<file path="config.mk">
export PLATFORM = sky130hd
export DESIGN_NAME = ssadc_ctrl
export DESIGN_NICKNAME = d
export VERILOG_FILES = /design/src/hw/ssadc_pkg.sv /design/src/hw/ssadc_ctrl.sv
export SDC_FILE = /design/constraint.sdc
export NUM_CORES = 1
export LEC_CHECK = 0
export ABC_AREA = 1
export ABC_CLOCK_PERIOD_IN_PS = 2000
export BUFFER_PORTS_ARGS = -buffer_cell sky130_fd_sc_hd__buf_2
export CAP_MARGIN = 40
export CORE_MARGIN = 8
export CORE_UTILIZATION = 40
export CTS_BUF_LIST = sky130_fd_sc_hd__clkbuf_8 sky130_fd_sc_hd__clkbuf_16
export DETAILED_ROUTE_END_ITERATION = 12
export PLACE_DENSITY = 0.69
export SYNTH_ARGS = -nofsm -noshare
export SYNTH_HDL_FRONTEND = slang
export SYNTH_SLANG_ARGS = --single-unit
</file>
<file path="constraint.sdc">
create_clock -name clk -period 2 [get_ports clk]
set_input_delay 0.1 -clock clk [delete_from_list [all_inputs] [get_ports clk]]
set_output_delay 0.1 -clock clk [all_outputs]
set_load 0.01 [all_outputs]
</file>
<file path="src/hw/ssadc_pkg.sv">
// Behaviour
// - comparator swap changes may set either flag; flags accept them as real edges.
// - supply reference drives bus only when set and no channel pin selected.
// - four channel pin selects are independent; any combination routes together.
// - select n routes pin n; nothing selected means ground drives bus.
// - control register holds ramp and two comparator power enables.
// - reset clears every control bit, powering analog parts down.
// - powered ramp: charge one sources current, zero enables discharge sink.
// - reading charge returns live state including hardware changes.
// - two mode bits pick one of four modes; ignored without ramp power.
// - reset clears mode bits, giving manual mode.
// - ramp power clear: pin neither sources nor sinks current.
// - manual mode: charge follows software set and clear.
// - upper mode bit set: capture event clears a set charge bit.
// - mode 3: compare event sets a cleared charge bit.
// - capture select feeds ramp flag to timer capture, else capture pin.
// - setting upper mode bit sets capture select; reset clears it.
// - comparator capture stores end time in timer's 16-bit capture buffer.
// - irq enable set: analog interrupt while either comparator flag set.
// - one ramp edge raises capture and analog interrupts; analog one clock first.
// - analog interrupt stays pending until its comparator flag is cleared.
// - each flag set by rising comparator edge, held until cleared.
// - writing one to flag clear clears flag; zero no effect; reads zero.
// - ramp power enables both current source and discharge device.
`default_nettype none
package ssadc_pkg;
   // ****************************************
   // register map
   // ****************************************
   localparam logic [7:0] ADDR_CONTROL = 8'h1D;
   localparam logic [7:0] ADDR_CHANNEL = 8'h1C;
   localparam logic [7:0] ADDR_STATUS  = 8'h1E;
   // ****************************************
   // control fields
   // ****************************************
   localparam int CTL_CHARGE    = 7;
   localparam int CTL_MODE1     = 6;
   localparam int CTL_MODE0     = 5;
   localparam int CTL_CAPSEL    = 4;
   localparam int CTL_IRQ_EN    = 3;
   localparam int CTL_RAMP_PWR  = 2;
   localparam int CTL_AUX_PWR   = 1;
   localparam int CTL_RAMPC_PWR = 0;
   localparam logic [7:0] CONTROL_RESET = 8'h00;
   // ****************************************
   // channel select fields
   // ****************************************
   localparam int CH_SWAP = 5;
   localparam int CH_VREF = 4;
   localparam int CH_PIN4 = 3;
   localparam int CH_PIN1 = 0;
   localparam logic [7:0] CHANNEL_RESET = 8'h00;
   // ****************************************
   // status fields
   // ****************************************
   localparam int ST_RAMP_FLAG  = 7;
   localparam int ST_AUX_FLAG   = 6;
   localparam int ST_RAMP_CLR   = 5;
   localparam int ST_AUX_CLR    = 4;
   localparam int ST_RAMP_LIVE  = 1;
   localparam int ST_AUX_LIVE   = 0;
   localparam int SYNC_STAGES   = 3;

   typedef struct packed {
      logic       wr;
      logic       rd;
      logic [7:0] addr;
      logic [7:0] wdata;
   } ssadc_bus_t;

   typedef struct packed {
      logic       vdd_on;
      logic       gnd_on;
      logic [3:0] pin_on;
   } ssadc_route_t;

   typedef struct packed {
      logic source_on;
      logic sink_on;
   } ssadc_ramp_t;
endpackage
`default_nettype wire

</file>
<file path="src/hw/ssadc_ctrl.sv">
`timescale 1ns/1ps
`default_nettype none
module ssadc_ctrl (
   input  wire logic              clk,
   input  wire logic              reset,
   input  wire ssadc_pkg::ssadc_bus_t bus,
   output logic [7:0]             rdata,
   input  wire logic              aux_cmp_in,
   input  wire logic              ramp_cmp_in,
   input  wire logic              capture_input_pin,
   input  wire logic              capture_event,
   input  wire logic              compare_event,
   output ssadc_pkg::ssadc_route_t route,
   output ssadc_pkg::ssadc_ramp_t  ramp,
   output logic                   aux_comparator_power,
   output logic                   ramp_comparator_power,
   output logic                   comparator_swap,
   output logic                   timer_capture_in,
   output logic                   analog_irq
);
   // ****************************************
   // registers
   // ****************************************
   logic [7:0] ctl_q;
   logic [7:0] chan_q;
   logic [2:0] aux_sync_q;
   logic [2:0] ramp_sync_q;
   logic       aux_cmp_flag_q;
   logic       ramp_cmp_flag_q;
   logic       wr_ctl;
   logic       wr_chan;
   logic       wr_stat;
   logic       aux_rise;
   logic       ramp_rise;
   logic       aux_flag_clear;
   logic       ramp_flag_clear;
   logic [1:0] mode;
   logic [2:0] cap_sync_q;
   logic       aux_live_q;
   logic       ramp_live_q;
   logic       cap_live_q;

   // ****************************************
   // helpers
   // ****************************************
   // write strobe aimed at one register
   function automatic logic addr_hit(input ssadc_pkg::ssadc_bus_t b,
                                     input logic [7:0]            a);
      return b.wr && (b.addr == a);
   endfunction

   // stages two and three agree
   function automatic logic settled(input logic [2:0] s);
      return s[ssadc_pkg::SYNC_STAGES-2] == s[ssadc_pkg::SYNC_STAGES-1];
   endfunction

   // agreed high while held level still low
   function automatic logic rose(input logic [2:0] s,
                                 input logic       live);
      return settled(s) && s[ssadc_pkg::SYNC_STAGES-1] && !live;
   endfunction

   // no channel pin selected
   function automatic logic no_pins(input logic [7:0] ch);
      return ch[ssadc_pkg::CH_PIN4:ssadc_pkg::CH_PIN1] == 4'h0;
   endfunction

   // status word; clear bits read zero
   function automatic logic [7:0] status_word(input logic rf,
                                              input logic af,
                                              input logic rl,
                                              input logic al);
      logic [7:0] w;
      w = 8'h00;
      w[ssadc_pkg::ST_RAMP_FLAG] = rf;
      w[ssadc_pkg::ST_AUX_FLAG]  = af;
      w[ssadc_pkg::ST_RAMP_LIVE] = rl;
      w[ssadc_pkg::ST_AUX_LIVE]  = al;
      return w;
   endfunction

   assign wr_ctl  = addr_hit(bus, ssadc_pkg::ADDR_CONTROL);
   assign wr_chan = addr_hit(bus, ssadc_pkg::ADDR_CHANNEL);
   assign wr_stat = addr_hit(bus, ssadc_pkg::ADDR_STATUS);
   assign aux_flag_clear  = wr_stat && bus.wdata[ssadc_pkg::ST_AUX_CLR];
   assign ramp_flag_clear = wr_stat && bus.wdata[ssadc_pkg::ST_RAMP_CLR];
   assign mode = {ctl_q[ssadc_pkg::CTL_MODE1], ctl_q[ssadc_pkg::CTL_MODE0]};

   // ****************************************
   // comparator synchronisers
   // ****************************************
   always_ff @(posedge clk or posedge reset) begin
      if (reset) begin
         aux_sync_q  <= 3'h0;
         ramp_sync_q <= 3'h0;
      end else begin
         aux_sync_q  <= {aux_sync_q[1:0], aux_cmp_in};
         ramp_sync_q <= {ramp_sync_q[1:0], ramp_cmp_in};
      end
   end

   // ****************************************
   // capture pin synchroniser
   // ****************************************
   always_ff @(posedge clk or posedge reset) begin
      if (reset) begin
         cap_sync_q <= 3'h0;
      end else begin
         cap_sync_q <= {cap_sync_q[1:0], capture_input_pin};
      end
   end

   // change counts once stages two and three agree
   always_ff @(posedge clk or posedge reset) begin
      if (reset) begin
         aux_live_q  <= 1'b0;
         ramp_live_q <= 1'b0;
         cap_live_q  <= 1'b0;
      end else begin
         if (settled(aux_sync_q)) begin
            aux_live_q <= aux_sync_q[2];
         end
         if (settled(ramp_sync_q)) begin
            ramp_live_q <= ramp_sync_q[2];
         end
         if (settled(cap_sync_q)) begin
            cap_live_q <= cap_sync_q[2];
         end
      end
   end
   assign aux_rise  = rose(aux_sync_q, aux_live_q);
   assign ramp_rise = rose(ramp_sync_q, ramp_live_q);

   // ****************************************
   // comparator flags
   // ****************************************
   always_ff @(posedge clk or posedge reset) begin
      if (reset) begin
         aux_cmp_flag_q  <= 1'b0;
         ramp_cmp_flag_q <= 1'b0;
      end else begin
         // any rising edge counts, swap-induced included; set beats clear
         if (aux_rise) begin
            aux_cmp_flag_q <= 1'b1;
         end else if (aux_flag_clear) begin
            aux_cmp_flag_q <= 1'b0;
         end
         if (ramp_rise) begin
            ramp_cmp_flag_q <= 1'b1;
         end else if (ramp_flag_clear) begin
            ramp_cmp_flag_q <= 1'b0;
         end
      end
   end

   // ****************************************
   // control register
   // ****************************************
   always_ff @(posedge clk or posedge reset) begin
      if (reset) begin
         ctl_q <= ssadc_pkg::CONTROL_RESET;
      end else begin
         if (wr_ctl) begin
            ctl_q <= bus.wdata;
            if (bus.wdata[ssadc_pkg::CTL_MODE1]) begin
               ctl_q[ssadc_pkg::CTL_CAPSEL] <= 1'b1;
            end
         end else if (ctl_q[ssadc_pkg::CTL_RAMP_PWR]) begin
            // automatic charge control only with ramp power
            if (mode[1] && ctl_q[ssadc_pkg::CTL_CHARGE] && capture_event) begin
               ctl_q[ssadc_pkg::CTL_CHARGE] <= 1'b0;
            end else if ((mode == 2'h3) && !ctl_q[ssadc_pkg::CTL_CHARGE]
                         && compare_event) begin
               ctl_q[ssadc_pkg::CTL_CHARGE] <= 1'b1;
            end
         end
      end
   end

   // ****************************************
   // channel select register
   // ****************************************
   always_ff @(posedge clk or posedge reset) begin
      if (reset) begin
         chan_q <= ssadc_pkg::CHANNEL_RESET;
      end else if (wr_chan) begin
         chan_q <= bus.wdata;
      end
   end

   // ****************************************
   // routing and ramp drive
   // ****************************************
   always_ff @(posedge clk or posedge reset) begin
      if (reset) begin
         route <= '{vdd_on: 1'b0, gnd_on: 1'b1, pin_on: 4'h0};
      end else begin
         route.pin_on <= chan_q[ssadc_pkg::CH_PIN4:ssadc_pkg::CH_PIN1];
         route.vdd_on <= chan_q[ssadc_pkg::CH_VREF] && no_pins(chan_q);
         route.gnd_on <= !chan_q[ssadc_pkg::CH_VREF] && no_pins(chan_q);
      end
   end

   always_ff @(posedge clk or posedge reset) begin
      if (reset) begin
         ramp <= '{source_on: 1'b0, sink_on: 1'b0};
      end else begin
         // ramp power gates both source and sink
         ramp.source_on <= ctl_q[ssadc_pkg::CTL_RAMP_PWR]
                           && ctl_q[ssadc_pkg::CTL_CHARGE];
         ramp.sink_on   <= ctl_q[ssadc_pkg::CTL_RAMP_PWR]
                           && !ctl_q[ssadc_pkg::CTL_CHARGE];
      end
   end

   // ****************************************
   // power, capture routing, interrupt
   // ****************************************
   // comparator power and swap
   always_ff @(posedge clk or posedge reset) begin
      if (reset) begin
         aux_comparator_power  <= 1'b0;
         ramp_comparator_power <= 1'b0;
         comparator_swap       <= 1'b0;
      end else begin
         aux_comparator_power  <= ctl_q[ssadc_pkg::CTL_AUX_PWR];
         ramp_comparator_power <= ctl_q[ssadc_pkg::CTL_RAMPC_PWR];
         comparator_swap       <= chan_q[ssadc_pkg::CH_SWAP];
      end
   end

   // capture routing
   always_ff @(posedge clk or posedge reset) begin
      if (reset) begin
         timer_capture_in <= 1'b0;
      end else begin
         // ramp flag level (capture select set) or settled pin level drives capture; timer edge logic finds the rise
         timer_capture_in <= ctl_q[ssadc_pkg::CTL_CAPSEL] ? ramp_cmp_flag_q
                                                          : cap_live_q;
      end
   end

   // interrupt request
   always_ff @(posedge clk or posedge reset) begin
      if (reset) begin
         analog_irq <= 1'b0;
      end else begin
         // level request, independent of timer capture flag
         analog_irq <= ctl_q[ssadc_pkg::CTL_IRQ_EN]
                       && (aux_cmp_flag_q || ramp_cmp_flag_q);
      end
   end

   // ****************************************
   // read port
   // ****************************************
   always_ff @(posedge clk or posedge reset) begin
      if (reset) begin
         rdata <= 8'h00;
      end else if (bus.rd) begin
         unique case (bus.addr)
            ssadc_pkg::ADDR_CONTROL: rdata <= ctl_q;
            ssadc_pkg::ADDR_CHANNEL: rdata <= chan_q;
            ssadc_pkg::ADDR_STATUS: begin
               rdata <= status_word(ramp_cmp_flag_q, aux_cmp_flag_q,
                                    ramp_live_q, aux_live_q);
            end
            default: rdata <= 8'h00;
         endcase
      end else begin
         rdata <= 8'h00;
      end
   end
endmodule
`default_nettype wire

</file>
==> impl.org, run 1 <==
** Routing
- For this block, the routed nets add up to 3.95 mm of wire.
- After detailed routing, the number of remaining DRC violations is 0.
- Initial DRC Count :: 55
- Detailed routing inserted a total of 1432 vias.
- The first detailed-routing pass took 4 iterations.
- After detailed routing, the number of vias per cell comes to 4.46.
- Final ANT Viol Nets :: 0
- After detailed routing, the average wire length per cell comes to 12.3 um.

** Placed design
- The congestion estimate from routability-driven global placement came to 0.800.
- Timing analysis after detailed placement gives a worst setup slack of 673 ps.
- The placed instances occupy a cell area of 2320 um^2.
- Placed wire-length estimate :: 3.10 mm
- The count of buffers added on input and output ports is 45.
- Instance count after placement with tap cells included :: 309

** Timing
- Sum of negative setup slack :: 0 ps
- Final hold viol count :: 0
- Minimum clock period after layout :: 1110 ps
- Clock skew on the completed layout was measured at 7.31 ps.
- Setup violations remaining at the end of the flow were counted as 0.
- Setup repair after global routing left no endpoint under its margin.
- Derived from the worst setup path, the maximum achievable clock frequency is 903 MHz.
- Share of the clock period used by the worst path after layout :: 55.4%
- Headroom to the max-slew limit came out at 66.7%.
- For the pin with the worst max-slew slack, the measured transition is 498 ps.
- Tightest hold margin :: 10.7 ps
- In the post-route analysis, the smallest setup slack over all paths is 892 ps.
- The final count of pins violating max slew is 0.

** GRT
- Entering global routing, the biggest net connects 23 pins.
- Vias in the first global route :: 1424
- Initial antenna violation count :: 0
- Across every metal layer, demand over resource in global routing totals 11.6%.
- For this run the aggregate overflow at the end of global routing stands at 0.
- The first global-routing pass estimated 6.84 mm of wire.

** Cells and area
- The post-route netlist has 27.9% of its cells at a drive strength greater than 1.
- Across the whole layout, storage elements account for 1280 um^2.
- Area of all placed cells without fillers :: 2450 um^2
- Count of non-filler cells in the finished layout :: 321
- Total number of nets in the final design :: 277
- Cells fill 49.2% of the core in the end.
- Layout overhead on the synthesized area :: 21.3%
- 0 antenna diodes ended up in the layout.
- The layout has 485 filler cells.
- Area occupied by multi-input gates :: 602 um^2

** Run status
- The flow ran to the end, and the final reports show no timing, DRC or antenna violations.

** Die
- Die W :: 87.1 um
- For this configuration, the core starts out at a cell density of 40.6%.
- The floorplan has 26 rows.
- Height of the die :: 87.1 um
- 46 I/O pins were placed.
- Area of the core region :: 4980 um^2
- Die area :: 7580 um^2

** Yosys
- Unique masters post-synth :: 23
- The number of nets handed over by synthesis was 222.
- Total of warnings raised by yosys :: 0
- The mapped netlist covers 2020 um^2.
- Cell type with the highest aggregate area in the netlist :: sky130_fd_sc_hd__dfrtp_1
- Synthesis-stage register bit count :: 51
- Mean instance size in the synthesized netlist :: 10.4 um^2
- After synthesis, flip-flops and latches occupy 63.3% of the total area.
- Yosys attributes the largest share of cell area to sky130_fd_sc_hd__dfrtp_1, sky130_fd_sc_hd__nand2_1, sky130_fd_sc_hd__nand3_1.
- Gate count after technology mapping :: 195
- Area share of the largest cell type after synthesis :: 62.0%

** Setup path
- The worst setup path is launched from a register.
- CP endpoint kind :: register
- Data arrival time at the worst-slack endpoint :: 1300 ps
- Of all nets on the critical path, the largest fanout is 2.
- The critical path is of the register to register type.
- At the worst endpoint, the required time is 2190 ps.

** Clocking
- Gates resized during post-CTS repair numbered 0.
- Clock latency on the worst-skew pair, taken at its later pin, is 300 ps.
- Quantity of hold-fixing buffers added after cts :: 4
- After clock tree synthesis, the clock-pin slew on the worst setup and hold paths is 90 ps.
- TritonCTS built the clock tree.
- In this run the clock root is driven by a sky130_fd_sc_hd__clkbuf_8.
- The clock drives 51 sinks.
- Buffer depth of the longest clock path :: 2
- Once the clock tree was built, the setup fixing pass inserted 0 buffers.
- In this run, CTS created clock tree buffers numbering 5.
- H-tree level count :: 2

** Min path
- In this run the worst hold path is classified as primary input to register.

** Power
- Summing internal, switching and leakage power gives 1.84 mW.
- Max VDD drop :: 0.298 mV
- Leakage power of the design :: 1.34 nW
- In this run the power density over the cells is 752 nW/um^2.

** Run
- Number of maximum-capacitance constraint violations :: 0
## final timing paths
check                               start            end  slack (ps)  cells after the start
min reg2reg                 aux_sync_q[0]  aux_sync_q[1]         360                      0
max in group asynchronous           reset       route[4]        1130                      4
max                        ramp_sync_q[1]    ramp_live_q         890                      2
max reg2reg                ramp_sync_q[1]    ramp_live_q         890                      2
min in group asynchronous           reset    ramp_live_q         280                      3
min                                bus[1]       ctl_q[1]          10                      3
## worst max-delay path, stage by stage (launching register included)
cell,delay [ps]
sky130_fd_sc_hd__dfrtp_1,400
sky130_fd_sc_hd__ha_1,290
sky130_fd_sc_hd__mux2_2,320
## cell usage after synthesis
master	count
sky130_fd_sc_hd__dfrtp_1	50
sky130_fd_sc_hd__nand2_1	47
sky130_fd_sc_hd__inv_1	26
sky130_fd_sc_hd__nand3_1	23
sky130_fd_sc_hd__nor2_1	8
sky130_fd_sc_hd__o21ai_0	7
sky130_fd_sc_hd__o21ai_1	5
sky130_fd_sc_hd__a21oi_1	4
sky130_fd_sc_hd__mux2_2	3
sky130_fd_sc_hd__nand4_1	3
sky130_fd_sc_hd__buf_4	2
sky130_fd_sc_hd__ha_1	2
sky130_fd_sc_hd__inv_2	2
sky130_fd_sc_hd__nand2_2	2
sky130_fd_sc_hd__nor2_4	2
sky130_fd_sc_hd__nor2_8	2
sky130_fd_sc_hd__buf_6	1
sky130_fd_sc_hd__clkinv_4	1
sky130_fd_sc_hd__dfstp_2	1
sky130_fd_sc_hd__maj3_1	1
sky130_fd_sc_hd__nand2_4	1
sky130_fd_sc_hd__nand3_4	1
sky130_fd_sc_hd__o2111ai_1	1
## final cells by class
class                   instances  share of cell area [%]
flip-flops and latches         51                    52.1
multi-input cells             112                    24.6
repair buffers                 51                    11.4
inverters                      29                    4.65
well taps                      70                    3.58
clock buffers                   5                    2.81
clock inverters                 3                   0.817
## registers in the layout, indices dropped and copies added (netlist names)
name,cells
analog_irq,1
ramp,2
cap_live_q,1
comparator_swap,1
ramp_live_q,1
ramp_sync_q,3
aux_sync_q,3
rdata,8
aux_live_q,1
ramp_comparator_power,1
ramp_cmp_flag_q,1
ctl_q,8
chan_q,8
aux_comparator_power,1
route,6
aux_cmp_flag_q,1
cap_sync_q,3
timer_capture_in,1
## per-layer routing
layer	GRT usage, %	wire [um]	vias to the layer above	share of wire [%]
met4	5.16	75	0	1.9
met5	0	0	-	0
met2	17.4	1780	40	45
li1	-	-	724	-
met3	3.87	328	5	8.3
met1	14.8	1770	663	45
## report_power, final
group | switching, mW | leakage (nW) | internal [mW]
clock network | 0.329 | 0.0460 | 0.246
registers | 0.0329 | 0.614 | 1.08
logic | 0.0895 | 0.679 | 0.0625
## cells by family after synthesis
logic type / Yosys count / share of synthesized area [%]
AND/OR/NAND/NOR: 89 / 22.0
flip-flops: 51 / 63.3
buffers and inverters: 32 / 6.94
AO/OA/AOI/OAI: 17 / 4.40
multiplexers: 3 / 1.67
adder cells (fa/ha/maj): 3 / 1.73
## placed cells by master, fill, tap and decap left out, types with 2 or more instances in the layout
cell and n:
sky130_fd_sc_hd__dlygate4sd3_1 4, sky130_fd_sc_hd__nand4_1 3, sky130_fd_sc_hd__nand3_1 23, sky130_fd_sc_hd__buf_2 45
sky130_fd_sc_hd__a21oi_1 4, sky130_fd_sc_hd__inv_1 26, sky130_fd_sc_hd__o21ai_1 5, sky130_fd_sc_hd__ha_1 2
sky130_fd_sc_hd__nor2_4 2, sky130_fd_sc_hd__inv_2 3, sky130_fd_sc_hd__nor2_1 8, sky130_fd_sc_hd__buf_4 2
sky130_fd_sc_hd__o21ai_0 7, sky130_fd_sc_hd__dfrtp_1 50, sky130_fd_sc_hd__clkbuf_8 5, sky130_fd_sc_hd__nand2_2 2
sky130_fd_sc_hd__nand2_1 47, sky130_fd_sc_hd__mux2_2 3, sky130_fd_sc_hd__nor2_8 2
Power figures use the tool's default switching activity.
==> inputs of run 2 (changes only) <==
--- a/config.mk
+++ b/config.mk
@@ -6,14 +6,14 @@
 export NUM_CORES = 1
 export LEC_CHECK = 0
 export ABC_AREA = 1
-export ABC_CLOCK_PERIOD_IN_PS = 2000
+export ABC_CLOCK_PERIOD_IN_PS = 1000
 export BUFFER_PORTS_ARGS = -buffer_cell sky130_fd_sc_hd__buf_2
 export CAP_MARGIN = 40
 export CORE_MARGIN = 8
 export CORE_UTILIZATION = 40
 export CTS_BUF_LIST = sky130_fd_sc_hd__clkbuf_8 sky130_fd_sc_hd__clkbuf_16
 export DETAILED_ROUTE_END_ITERATION = 12
-export PLACE_DENSITY = 0.69
+export PLACE_DENSITY = 0.71
 export SYNTH_ARGS = -nofsm -noshare
 export SYNTH_HDL_FRONTEND = slang
 export SYNTH_SLANG_ARGS = --single-unit
==> constraint.sdc (replaced) <==
create_clock -name clk -period 1 [get_ports clk]
set_input_delay 0.05 -clock clk [delete_from_list [all_inputs] [get_ports clk]]
set_output_delay 0.05 -clock clk [all_outputs]
set_load 0.01 [all_outputs]
==> run 2 against run 1 <==
Compared with the run above: the run now ends with setup timing left; combinational power rose by 140%; design area grew 6.3%; maximum frequency rose by 0.45%; critical path type unchanged.
==> impl.org, run 2 (synthesized netlist as in run 1, its figures left out) <==
** Timing
- Once routing completed, OpenROAD measured the worst setup slack at -103 ps.
- The worst path in the final design needs a cycle of 1100 ps, including I/O delays and setup.
- The final hold violation count is 0.
- Final Skew :: 4.27 ps
- The final count of pins violating max slew came to 0.
- Final setup vio count :: 2
- Maximum achievable frequency :: 907 MHz
- Headroom to the max-slew limit came out at 82.0%.
- Transition time at the pin with the least slew margin :: 270 ps
- Share of the clock period used by the worst path after layout :: 110%
- Setup total negative slack on the finished layout was measured at -204 ps.
- Hold timing on the final database bottoms out at a slack of 3.18 ps.
- RSZ-0062 raised after global routing :: true

** Placed design
- Placer Congestion :: 0.805
- DP Area :: 2370 um^2
- Pre-CTS setup slack :: -107 ps
- Port buffer count :: 45
- Placed wire-length estimate :: 3.12 mm

** Cells and area
- The post-route netlist has 30.3% of its cells at a drive strength greater than 1.
- In the layout the commonest cells are sky130_fd_sc_hd__dfrtp_1, sky130_fd_sc_hd__nand2_1, sky130_fd_sc_hd__buf_2, sky130_fd_sc_hd__inv_1, sky130_fd_sc_hd__nand3_1.
- The repair_antennas step left the layout with diodes totalling 0.
- Cells fill 52.3% of the core in the end.
- Largest registers in the final layout :: chan_q x8, ctl_q x8, rdata x8
- Summing all non-filler instances in the final layout gives an area of 2600 um^2.
- The area growth from synthesis to layout is 28.9%.
- Leaving out fill and tap cells, the most frequent cell in the layout is sky130_fd_sc_hd__dfrtp_1.
- Total number of nets in the final design :: 290

** Clocking
- Sinks on the clock net :: 51
- After clock tree synthesis, the clock-pin slew on the worst setup and hold paths is 80 ps.
- Counting the buffers created by CTS gives 5.
- TritonCTS built the clock tree.
- Root buffer cell :: sky130_fd_sc_hd__clkbuf_8
- For the worst-skew pair, the clock arrives at the later sink with an insertion delay of 300 ps.
- The clock tree synthesis step divided the H-tree into 2 levels.
- Buffer depth of the longest clock path :: 2

** Die
- Area of the core region :: 4980 um^2
- Io pins :: 46
- Std-Cell Rows :: 26
- Die W :: 87.1 um
- Height of the die :: 87.1 um
- Die area :: 7580 um^2
- The initial utilization of the core area, before any placement, comes to 40.6%.

** Setup path
- The worst register-to-register path begins at aux_sync_q[1].
- Data required time of the worst path :: 1190 ps
- CP endpoint kind :: register
- Of all nets on the critical path, the largest fanout is 2.
- Data arrival time at the worst-slack endpoint :: 1290 ps
- Crit. Startpoint :: aux_sync_q[1]
- The worst setup path is launched from a register.
- The worst setup path is of the register to register kind.

** Routing
- Routed met3 length :: 264 um
- Total met2 wirelength after detailed routing :: 1.93 mm
- In the routed design, unresolved DRC markers number 0.
- Highest layer used for signal routing :: met4
- The detailed router finished its first iteration with 84 violations.
- Count of vias placed by the detailed router :: 1502
- The detailed router put a total of 1.88 mm of wire on met1.
- Per-cell via count in the routed design :: 4.50
- Mean routed wirelength per cell :: 12.4 um
- 1st-pass router iterations :: 4
- In this run the remaining antenna-violating nets after routing total 0.
- After detailed routing, the total wire length is 4.14 mm.

** GRT
- The first global-routing pass estimated 6.84 mm of wire.
- The number of antenna violations at the first check in global routing is 0.
- Global router's overall resource usage :: 11.7%
- Vias in the first global route :: 1455
- Overall overflow remaining after global route :: 0
- Largest net degree at the start of global routing :: 52

** Power
- For this design the ratio of total power to cell area is 1470 nW/um^2.
- The analysis attributes to cell leakage a power of 1.42 nW.
- IR analysis of the VDD net gives a maximum drop of 0.767 mV.

** Run status
- Result of the run :: finished, violations left
- The checks that failed: setup timing.

** Run
- Max-cap violations in this run came to 0.

** Min path
- Launch instance of the worst min-delay path :: bus[6]
- Worst hold path type :: primary input to register
run 2: changes by cell type in the layout (fill, tap and decap cells not counted), sizes merged:
cell,change
clkbuf,+2
dlygate4sd3,+5
inv,-2
buf,+8
run 2: where the power goes:
group | internal (mW) | switching, mW
Combinational | 0.167 | 0.191
Sequential | 2.17 | 0.0655
Clock | 0.622 | 0.619
Total | 2.95 | 0.875
run 2: cell type report:
| cell class | count | area (um^2) |
|---|---|---|
| Clock buffer | 7 | 96.3 |
| Clock inverter | 1 | 3.75 |
| Fill cell | 469 | 2370 |
| Inverter | 29 | 118 |
| Multi-Input combinational cell | 112 | 612 |
| Sequential cell | 51 | 1280 |
| Tap cell | 70 | 87.6 |
| Timing Repair Buffer | 64 | 409 |
run 2: worst max-delay path: stages (launching register included):
cell,delay (ps)
sky130_fd_sc_hd__dfrtp_1,390
sky130_fd_sc_hd__ha_1,310
sky130_fd_sc_hd__mux2_4,300
run 2: what timing repair did:
action,CTS,global route
resized for setup,2,3
hold buffers,9,0
cloned,0,0
pin swaps,0,4
endpoints found under the setup margin,3,4
endpoints found under the hold margin,62,0
buffers inserted,1,2
run 2: metrics by stage:
stage                     cells  power, mW
after detailed placement    314       2.59
after floorplan             195       2.42
after CTS                   332       3.86
after global placement      314       2.58
final                       334       3.83
after global routing        334       4.00
run 2: path summary, 6_finish.rpt:
kind	endpoint	slack [ps]	cells after the start
setup / recovery	aux_live_q	-100	2
hold / removal	chan_q[6]	3	3
setup reg to reg	aux_live_q	-100	2
hold reg to reg	ramp_sync_q[1]	350	0
max in group asynchronous	route[4]	370	4
min in group asynchronous	ramp_comparator_power	340	4
run 2: layer usage:
layer / track usage, % / vias to the layer above
met2: 18.5 / 35
met4: 5.63 / 0
met1: 14.1 / 714
li1: - / 749
met5: 0 / -
met3: 3.68 / 4
